## config.mk

```make
export PLATFORM = sky130hd
export DESIGN_NAME = mcdll_top
export DESIGN_NICKNAME = d
export VERILOG_FILES = /design/src/mcdll_pkg.sv /design/src/mcdll_pll_timer.sv /design/src/mcdll_sync.sv /design/src/mcdll_top.sv
export SDC_FILE = /design/constraint.sdc
export NUM_CORES = 1
export LEC_CHECK = 0
export BUFFER_PORTS_ARGS = -buffer_cell sky130_fd_sc_hd__buf_4
export CAP_MARGIN = 5
export CORE_AREA = 2 2 103 80
export CTS_CLUSTER_DIAMETER = 50
export DETAILED_ROUTE_END_ITERATION = 8
export DIE_AREA = 0 0 105 82
export GPL_ROUTABILITY_DRIVEN = 0
export PLACE_DENSITY = 0.73
export SLEW_MARGIN = 10
export SYNTH_ARGS = -nofsm -noshare
export SYNTH_HDL_FRONTEND = slang
export SYNTH_SLANG_ARGS = --single-unit
```

## constraint.sdc

```tcl
create_clock -name pclk -period 1.8 [get_ports pclk]
set_clock_uncertainty 0.1 [all_clocks]
set_input_delay 0.36 -clock pclk [delete_from_list [all_inputs] [get_ports pclk]]
set_output_delay 0.36 -clock pclk [all_outputs]
set_load 0.02 [all_outputs]
```

## src/mcdll_pkg.sv

```systemverilog
// Constants and state types for the memory clock DLL block
package mcdll_pkg;

    // ****************************************************
    // Clock and timing
    // ****************************************************
    localparam int unsigned PCLK_PERIOD_NS  = 10;
    localparam int unsigned PLL_LOCK_US     = 100;
    localparam int unsigned PLL_LOCK_CYCLES =
        (PLL_LOCK_US * 1000) / PCLK_PERIOD_NS;
    localparam int unsigned LOCK_CNT_W      = 14;

    // Reference clock phase: four pclk per reference period
    localparam logic [1:0]  REF_PHASE_LAST  = 2'h3;
    localparam logic [1:0]  REF_PHASE_MID   = 2'h1;
    localparam logic [1:0]  REF_PHASE_STEP  = 2'h1;

    // ****************************************************
    // Register indices (byte address is four times these)
    // ****************************************************
    localparam logic [7:0]  IDX_PMC_TWO     = 8'h72;
    localparam logic [7:0]  IDX_SPACING     = 8'h76;
    localparam logic [7:0]  IDX_TAP_POS     = 8'hE3;
    localparam logic [7:0]  IDX_STATUS      = 8'hE4;

    // ****************************************************
    // Fields and reset values
    // ****************************************************
    localparam int unsigned EXTEND_BIT      = 7;
    localparam int unsigned MAX_DELAY_BIT   = 2;
    localparam int unsigned STS_PLL_BIT     = 0;
    localparam int unsigned STS_DLL_BIT     = 1;
    localparam int unsigned STS_RATIO_BIT   = 2;
    localparam logic [7:0]  PMC_TWO_RST     = 8'h00;
    localparam logic [7:0]  SPACING_RST     = 8'h00;
    localparam logic [6:0]  TAP_MAX         = 7'h7F;
    localparam logic [6:0]  TAP_MIN         = 7'h00;
    localparam logic [6:0]  TAP_STEP        = 7'h01;

    // ****************************************************
    // Input synchroniser lanes
    // ****************************************************
    localparam int unsigned SYNC_W          = 3;
    localparam int unsigned LANE_FB         = 0;
    localparam int unsigned LANE_PLL_EN     = 1;
    localparam int unsigned LANE_RATIO      = 2;

    typedef struct packed {
        logic [SYNC_W-1:0] s1;
        logic [SYNC_W-1:0] s2;
        logic [SYNC_W-1:0] s3;
        logic [SYNC_W-1:0] out;
    } mcdll_sync_st_t;

    typedef struct packed {
        logic [LOCK_CNT_W-1:0] cnt;
        logic                  locked;
    } mcdll_pll_st_t;

    typedef struct packed {
        logic [7:0] pmc_two;
        logic [7:0] spacing;
        logic [7:0] rdata;
        logic       pready;
        logic       pslverr;
        logic [6:0] tap;
        logic       dir_up;
        logic       locked;
        logic [1:0] mode_prev;
        logic       ratio;
        logic [1:0] phase;
        logic       ref_en;
        logic       mem_en;
    } mcdll_top_st_t;

endpackage

```

## src/mcdll_pll_timer.sv

```systemverilog
// PLL lock interval timer
`timescale 1ns/1ps
`default_nettype none
module mcdll_pll_timer
    import mcdll_pkg::*;
#(
    parameter int unsigned LOCK_CYC = PLL_LOCK_CYCLES
)
(
    input  wire logic pclk,
    input  wire logic presetn,
    input  wire logic pll_enable,
    output logic      pll_locked
);

    localparam logic [LOCK_CNT_W-1:0] LOCK_LAST = LOCK_CYC[LOCK_CNT_W-1:0];

    mcdll_pll_st_t st_r;
    mcdll_pll_st_t st_nxt;

    // ****************************************************
    // Lock timer
    // ****************************************************
    // Sleep disable drops lock; re-enable restarts the full wait
    always_comb
    begin
        st_nxt = st_r;
        if (!pll_enable)
        begin
            st_nxt.cnt    = '0;
            st_nxt.locked = 1'b0;
        end
        else if (st_r.cnt == LOCK_LAST)
            st_nxt.locked = 1'b1;
        else
            st_nxt.cnt = st_r.cnt + {{(LOCK_CNT_W-1){1'b0}}, 1'b1};
    end

    always_ff @(posedge pclk or negedge presetn)
    begin
        if (!presetn)
            st_r <= '0;
        else
            st_r <= st_nxt;
    end

    assign pll_locked = st_r.locked;
endmodule
`default_nettype wire

```

## src/mcdll_sync.sv

```systemverilog
// Three-stage pin synchroniser with agreement filter
`timescale 1ns/1ps
`default_nettype none
module mcdll_sync
    import mcdll_pkg::*;
(
    input  wire logic              pclk,
    input  wire logic              presetn,
    input  wire logic [SYNC_W-1:0] pins_in,
    output logic      [SYNC_W-1:0] pins_sync
);

    mcdll_sync_st_t    st_r;
    mcdll_sync_st_t    st_nxt;
    logic [SYNC_W-1:0] agreed;

    // ****************************************************
    // Per lane filter
    // ****************************************************
    // Stage one feeds only stage two; a change counts once two and
    // three agree
    genvar gi;
    generate
        for (gi = 0; gi < SYNC_W; gi++)
        begin : g_lane
            assign agreed[gi] = (st_r.s2[gi] == st_r.s3[gi]) ?
                                st_r.s3[gi] : st_r.out[gi];
        end
    endgenerate

    always_comb
    begin
        st_nxt     = st_r;
        st_nxt.s1  = pins_in;
        st_nxt.s2  = st_r.s1;
        st_nxt.s3  = st_r.s2;
        st_nxt.out = agreed;
    end

    always_ff @(posedge pclk or negedge presetn)
    begin
        if (!presetn)
            st_r <= '0;
        else
            st_r <= st_nxt;
    end

    assign pins_sync = st_r.out;

endmodule
`default_nettype wire

```

## src/mcdll_top.sv

```systemverilog
// Memory clock DLL controller with APB registers and PLL lock timer
//
// Operation
// - Two bits select one of four modes
// - 128 taps; max-delay bit widens tap spacing
// - Tap position readable, bits 6..0, read-only
// - Reported tap follows each step up or down
// - Reset gives normal spacing, no extension
// - PLL locks once 100 us have passed since enable
// - Memory clock equals reference or doubles it
`timescale 1ns/1ps
`default_nettype none
module mcdll_top
    import mcdll_pkg::*;
#(
    parameter int unsigned PLL_LOCK_CYC = PLL_LOCK_CYCLES
)
(
    input  wire logic        pclk,
    input  wire logic        presetn,
    input  wire logic        psel,
    input  wire logic        penable,
    input  wire logic        pwrite,
    input  wire logic [9:0]  paddr,
    input  wire logic [31:0] pwdata,
    output logic      [31:0] prdata,
    output logic             pready,
    output logic             pslverr,
    input  wire logic        fb_early,
    input  wire logic        pll_enable,
    input  wire logic        mem_ratio_2to1,
    output logic      [6:0]  tap_select,
    output logic             tap_spacing_max,
    output logic             dll_extend,
    output logic             dll_locked,
    output logic             pll_locked,
    output logic             ref_clk_en,
    output logic             mem_clk_en
);

    mcdll_top_st_t     st_r;
    mcdll_top_st_t     st_nxt;
    logic [SYNC_W-1:0] pins_in;
    logic [SYNC_W-1:0] pins_s;
    logic              fb_s;
    logic              pll_en_s;
    logic              ratio_s;
    logic              pll_lock_w;
    logic [7:0]        idx;
    logic              setup;
    logic              wr_done;
    logic [1:0]        mode;
    logic              mode_chg;

    // ****************************************************
    // Pin synchronisers and PLL timer
    // ****************************************************
    assign pins_in = {mem_ratio_2to1, pll_enable, fb_early};

    mcdll_sync u_sync (
        .pclk      (pclk),
        .presetn   (presetn),
        .pins_in   (pins_in),
        .pins_sync (pins_s)
    );

    assign fb_s     = pins_s[LANE_FB];
    assign pll_en_s = pins_s[LANE_PLL_EN];
    assign ratio_s  = pins_s[LANE_RATIO];

    mcdll_pll_timer #(
        .LOCK_CYC (PLL_LOCK_CYC)
    ) u_pll (
        .pclk       (pclk),
        .presetn    (presetn),
        .pll_enable (pll_en_s),
        .pll_locked (pll_lock_w)
    );

    // ****************************************************
    // Decode
    // ****************************************************
    assign idx      = paddr[9:2];
    assign setup    = psel && !penable;
    assign wr_done  = psel && penable && st_r.pready && pwrite;
    assign mode     = {st_r.spacing[MAX_DELAY_BIT],
                       st_r.pmc_two[EXTEND_BIT]};
    assign mode_chg = (mode != st_r.mode_prev);

    // ****************************************************
    // Next state
    // ****************************************************
    always_comb
    begin
        st_nxt         = st_r;
        st_nxt.pready  = 1'b0;
        st_nxt.pslverr = 1'b0;

        // Read data latched in setup, so access always takes one cycle
        if (setup)
        begin
            st_nxt.pready = 1'b1;
            st_nxt.rdata  = 8'h00;
            if (idx == IDX_PMC_TWO)
                st_nxt.rdata = st_r.pmc_two;
            else if (idx == IDX_SPACING)
                st_nxt.rdata = st_r.spacing;
            else if (idx == IDX_TAP_POS)
            begin
                st_nxt.rdata   = {1'b0, st_r.tap};
                st_nxt.pslverr = pwrite;
            end
            else if (idx == IDX_STATUS)
            begin
                st_nxt.rdata[STS_PLL_BIT]   = pll_lock_w;
                st_nxt.rdata[STS_DLL_BIT]   = st_r.locked;
                st_nxt.rdata[STS_RATIO_BIT] = st_r.ratio;
                st_nxt.pslverr = pwrite;
            end
            else
                st_nxt.pslverr = 1'b1;
        end

        if (wr_done)
        begin
            if (idx == IDX_PMC_TWO)
                st_nxt.pmc_two = pwdata[7:0];
            else if (idx == IDX_SPACING)
                st_nxt.spacing = pwdata[7:0];
        end

        // Strap follows the pin until the PLL locks, then freezes
        if (!pll_lock_w)
        begin
            st_nxt.ratio = ratio_s;
            st_nxt.phase = 2'h0;
        end
        else
            st_nxt.phase = st_r.phase + REF_PHASE_STEP;
        st_nxt.ref_en = pll_lock_w && (st_nxt.phase == REF_PHASE_LAST);
        st_nxt.mem_en = pll_lock_w &&
                        ((st_nxt.phase == REF_PHASE_LAST) ||
                         (st_r.ratio &&
                          st_nxt.phase == REF_PHASE_MID));

        // Any mode change voids the old lock: the tap spacing no longer fits
        st_nxt.mode_prev = mode;
        if (mode_chg || !pll_lock_w)
        begin
            st_nxt.tap    = TAP_MIN;
            st_nxt.locked = 1'b0;
            st_nxt.dir_up = 1'b1;
        end
        else if (st_r.mem_en)
        begin
            // A direction reversal means the edge has been bracketed
            st_nxt.dir_up = fb_s;
            if (fb_s != st_r.dir_up)
                st_nxt.locked = 1'b1;
            // Extension lets the search wrap instead of sticking
            if (fb_s)
            begin
                if (st_r.tap == TAP_MAX)
                    st_nxt.tap = mode[0] ? TAP_MIN : TAP_MAX;
                else
                    st_nxt.tap = st_r.tap + TAP_STEP;
            end
            else
            begin
                if (st_r.tap == TAP_MIN)
                    st_nxt.tap = mode[0] ? TAP_MAX : TAP_MIN;
                else
                    st_nxt.tap = st_r.tap - TAP_STEP;
            end
        end
    end

    always_ff @(posedge pclk or negedge presetn)
    begin
        if (!presetn)
        begin
            st_r         <= '0;
            st_r.pmc_two <= PMC_TWO_RST;
            st_r.spacing <= SPACING_RST;
            st_r.dir_up  <= 1'b1;
        end
        else
            st_r <= st_nxt;
    end

    // ****************************************************
    // Outputs
    // ****************************************************
    assign prdata          = {24'h0000_00, st_r.rdata};
    assign pready          = st_r.pready;
    assign pslverr         = st_r.pslverr;
    assign tap_select      = st_r.tap;
    assign tap_spacing_max = st_r.spacing[MAX_DELAY_BIT];
    assign dll_extend      = st_r.pmc_two[EXTEND_BIT];
    assign dll_locked      = st_r.locked;
    assign pll_locked      = pll_lock_w;
    assign ref_clk_en      = st_r.ref_en;
    assign mem_clk_en      = st_r.mem_en;
endmodule
`default_nettype wire
```

* Word level (Yosys, flattened, before mapping)
Index checks and enable logic that the tools add are counted.
Storage, ports and cells: logic and storage cells 80, bits in registers 69, output and inout port bits 47, bits of input ports 50
Operators by class: bitwise gates (word level) 1, $add $sub $neg 4, reductions and logical operators 17, muxes and demuxes 22, eq/ne operators 15
Operators by type and width (number):
- 7-bit two-way mux | 5
- 9-bit two-way mux | 2
- 8-bit by 7-bit equality test with 1-bit output (second input constant) | 2
- 8-bit equality test (second input constant) | 2
- 8-bit two-way mux | 2
- 15-bit two-way mux | 1
- 14-bit by 1-bit adder with 14-bit output (second input constant) | 1
- 14-bit equality test (second input constant) | 1
- 14-bit two-way mux | 1
- 7-bit by 1-bit adder with 7-bit output (second input constant) | 1
- 7-bit equality test (second input constant) | 1
- 1-bit logical AND | 7
- 7-bit zero test | 1
- 7-bit by 1-bit subtractor with 7-bit output (second input constant) | 1
- 1-bit two-way mux | 6
- 3-bit two-way mux | 2
- 2-bit two-way mux | 2
- 4-bit two-way mux | 1
- 2-bit AND reduction | 2
- 2-bit nonzero test | 2
- 1-bit equality test | 3
- 3-bit AND reduction | 1
- 2-bit by 1-bit adder with 2-bit output (second input constant) | 1
- 2-bit by 1-bit equality test with 1-bit output (second input constant) | 1
- 8 further kinds | 10

* Longest topological paths before layout
word-level depth 6, gate-level depth with buffers 6

* By module
A second synthesis with hierarchy kept.
Second synthesis, totals: cell total of the unflattened synthesis 358, area total of the unflattened synthesis 3777.4 um^2
Modules (own cells, without submodules):
- mcdll_top | cells each 257, area an instance 2621.3 um^2, instances 1, sequential area each 1052.3 um^2
- mcdll_pll_timer | cells each 83, area an instance 799.5 um^2, instances 1, sequential area each 375.4 um^2
- mcdll_sync | cells each 18, area an instance 356.6 um^2, instances 1, sequential area each 300.3 um^2

* Least setup slack after synthesis
No wires, ideal clock.
path type register to register, from register st_r (netlist bit tap_select[4]), to register st_r (netlist bit tap_select[2]), path buffers 2, data arrival time 1.678 ns, period minus slack after synthesis 1.908 ns, cell stages (with the launch flop) 7, library setup time 0.130 ns, slack -0.108 ns, required time 1.570 ns, path through dfrtp_1 buf_6 or4_4 buf_6 o31a_1 a22oi_1 o22ai_1
Between the ends: cells in the longest elaborated chain, start to end 5, elaborated cells on any way between the ends 7, those cells by class 1 x eq/ne; 5 x mux; 1 x reduce/logical
RTL lines:
- from (decl) | line mcdll_top.sv:41 | mcdll_top_st_t st_r;
- from (signal assigned) | line mcdll_top.sv:188 | st_r <= st_nxt;
- 7-bit equality test or 7-bit zero test (tied branches) | line mcdll_top.sv:163, mcdll_top.sv:170
- 7-bit two-way mux (on tied branches) | line mcdll_top.sv:163, mcdll_top.sv:170
- 7-bit two-way mux (*) | line mcdll_top.sv:161 | if (fb_s)
- 9-bit two-way mux (*) | line mcdll_top.sv:154 | else if (st_r.mem_en)
- 9-bit two-way mux (*) | line mcdll_top.sv:148 | if (mode_chg || !pll_lock_w)
Mark *: on every way between the ends. The rest lies on a longest branch, timed or not. The select of a mux whose other input is x is not followed. A chain may end at the register's enable or synchronous reset.

* Worst setup path after layout
from register st_r (netlist bit tap_select[5]), to register st_r (netlist bit tap_select[4])
The elaborated chain is that of the path after synthesis.

==> flow_summary.toml <==
[synth]
yosys.area.top_type = "dfrtp_1"
ys_seq_area_frac = 0.481
synth.distinct_cells = 53
synthCells = 343
synth_common_cells = "dfrtp_1 (68), buf_4 (39), o21ai_0 (19)"
synth_top_area_frac = 0.474
synthesis.area_um2 = 3590
synth-edff-count = 0
async_reset_ff_frac = 1.00
avgSynthCellArea_um2 = 10.5
synth_flop_cell = "dfrtp_1"
yosysMostFrequentCell = "dfrtp_1"
ys_warn_count = 0
synth-seq-cells = 69
synth_top_cells_by_area = "dfrtp_1 (47%), buf_4 (8.1%), mux2_2 (5.3%)"

[drt]
drc_errors = 0
drt_first_pass_iters = 4
vias = 2627
wirelength_um = 7330
ant_nets = 0
avgRoutedWirePerCell_um = 14.3
first_iter_violations = 154
via_per_inst = 5.13

[timing]
holdWs_ns = 0.0312
drv_slew = 0
fmax_mhz = 541
min_period_over_period = 1.03
finalWorstSetupSlack_ns = -0.0488
rsz0062_at_grt = "true"
relSlewSlack = 0.633
hold_viol_final = 0
worstMarginPinSlew_ns = 0.550
setup_viol = 4
min_period_ns = 1.85

[floorplanning]
rows = 28
fp.dieW_um = 105
die_h_um = 82
start_util = 0.471
io_pins = 97
fp.dieArea_um2 = 8610
core_area_um2 = 7640

[clock_network]
ctsHtreeMaxLevel = 3
cts.reportedPaths.clkPinSlew_ns = 0.08
numCtsBuffers = 9
cts_buffer_depth = 2
clock_latency_ns = 0.34
cts_tree = "built"
cts_root_buf = "clkbuf_8"
clkSinkCount = 69

[setup_path]
crit_start = "tap_select[5]$_DFFE_PN0P_"
critPathLaunchType = "flip-flop"
r2r-end = "tap_select[4]$_DFFE_PN0P_"
rr_startpoint = "tap_select[5]$_DFFE_PN0P_"
crit_arrival_ns = 1.96
rrSetupSlack_ns = -0.05
cp_data_required_time_ns = 1.91
cp-end-kind = "flip-flop"
criticalPathCategory = "reg -> reg"
cp_max_fo = 7
reg2regPathDepth = 5

[global_routing]
overflow = 0
grt_use_total = 0.181
antenna_found_initial = 0
grt_pass1_wl_um = 12100
grt_pass1_vias = 2509
grt_max_degree = 32

[placement]
dpl_cell_area_um2 = 4020
io_buffer_count = 46
dp_hpwl_um = 5300

[job]
cap_viol_max_count = 0

[min_path]
whs_endpoint = "u_sync.st_nxt[6]$_DFF_PN0_"
hold_depth = 1
worstHoldStart = "fb_early"
hold_class = "in -> reg"

[final_layout]
fillCellCount = 666
nets = 457
syn_to_final_growth_pct = 18.8
final_area_um2 = 4270
n_antenna_cell = 0
drive_above_1_share = 0.295

[power]
p_per_area_nw_per_um2 = 700
p_leak_nw = 1.95
vdd_drop_max_v = 0.000498

[outcome]
violations = "setup timing"
status = "complete, but fails checks"
==> repair_timing <==
item / 4_1_cts / 5_1_grt
resized for setup: 3 / 7
endpoints found under the hold margin: 25 / 2
setup endpoints to repair: 3 / 15
setup buffers: 0 / 1
hold buffers: 1 / 2
pin swaps: 0 / 6
==> flip-flops by register name, summed over array words and instances (netlist names), 3 cells and up <==
register,cells
u_pll.st_r,14
u_sync.pins_sync,3
prdata,8
u_sync.st_nxt,6
st_r,20
u_sync.st_r,3
tap_select,7
==> cell type report <==
type                       instances  area (um2)  share of cell area
clock buffer                      11         141              0.0331
clock inverter                     5        36.3             0.00850
inverter                          14        52.6              0.0123
multi-input combinational        230        1570               0.368
sequential                        69        1730               0.405
tap                              105         131              0.0308
timing repair buffer              78         606               0.142
==> per-layer routing <==
layer  up-vias  wire (um)  GRT usage
li1       1268          -          -
met1      1255       3330      0.233
met2        91       3330      0.291
met3        13        542     0.0643
met4         0        118     0.0560
met5         -          0          0
==> how the worst max path moves through the flow <==
stage / to / slack, ns / depth (start not counted)
final: tap_select[4]$_DFFE_PN0P_ / -0.05 / 5
after global routing: tap_select[4]$_DFFE_PN0P_ / -0.11 / 5
after detailed placement: st_r[37]$_DFFE_PN0P_ / -0.19 / 7
after global placement: st_r[35]$_DFFE_PN0P_ / -0.20 / 7
after CTS: tap_select[2]$_DFFE_PN0P_ / -0.02 / 4
after floorplan: tap_select[2]$_DFFE_PN0P_ / -0.0002 / 6
==> power breakdown <==
group,switching (mW),leakage (nW),total [mW],internal (mW)
logic,0.149,0.949,0.244,0.0949
clock network,0.590,0.0820,1.13,0.540
registers,0.0322,0.923,1.61,1.58
total,0.771,1.95,2.99,2.22
==> cells in the final DEF, fill, tap and decap left out, types with 7 or more instances in the layout <==
| cell type | synthesis | layout |
|---|---|---|
| conb_1 | 1 | 24 |
| nor2_1 | 16 | 15 |
| mux2_2 | 17 | 17 |
| a2bb2oi_1 | 8 | 8 |
| nand2_1 | 18 | 18 |
| nand2b_1 | 7 | 7 |
| xnor2_1 | 12 | 12 |
| o21ai_0 | 19 | 18 |
| dfrtp_1 | 68 | 66 |
| clkbuf_8 | 0 | 10 |
| a21oi_1 | 10 | 10 |
| inv_1 | 14 | 14 |
| nand3_1 | 10 | 10 |
| mux2i_1 | 10 | 10 |
| buf_4 | 39 | 74 |
| nor3_1 | 8 | 8 |
==> through the flow <==
| step | utilization | cells | setup TNS [ns] | total power [mW] | worst slack [ns] |
|---|---|---|---|---|---|
| after floorplan | - | 366 | -0.000197 | 1.80 | -0.000197 |
| after detailed placement | 0.527 | 492 | -1.67 | 1.88 | -0.186 |
| after global routing | 0.559 | 512 | -0.561 | 3.12 | -0.108 |
| after CTS | 0.552 | 509 | -0.0225 | 3.03 | -0.0225 |
| final | 0.559 | 512 | -0.158 | 2.99 | -0.0488 |
| after global placement | 0.527 | 492 | -2.00 | 1.88 | -0.201 |
==> cells by family (layout without fill, tap and decap cells) <==
kind of cell	after synthesis	in the layout	share of synthesized area
AOI/OAI and AO/OA	63	63	0.119
buffers and inverters	67	108	0.115
DFF	69	69	0.481
muxes	27	27	0.0811
adders and majority gates	8	8	0.0258
other	1	24	0.00104
xor gates and xnor gates	16	16	0.0390
and+or+nand+nor	92	92	0.138
==> critical path: stages (launching register included) <==
cell and delay (ns):
dfrtp_1 0.39, or4_4 0.59, o31a_1 0.37, buf_4 0.16, o21ai_2 0.05, a21oi_1 0.07
Note: power is estimated with default switching activity, not from simulation.
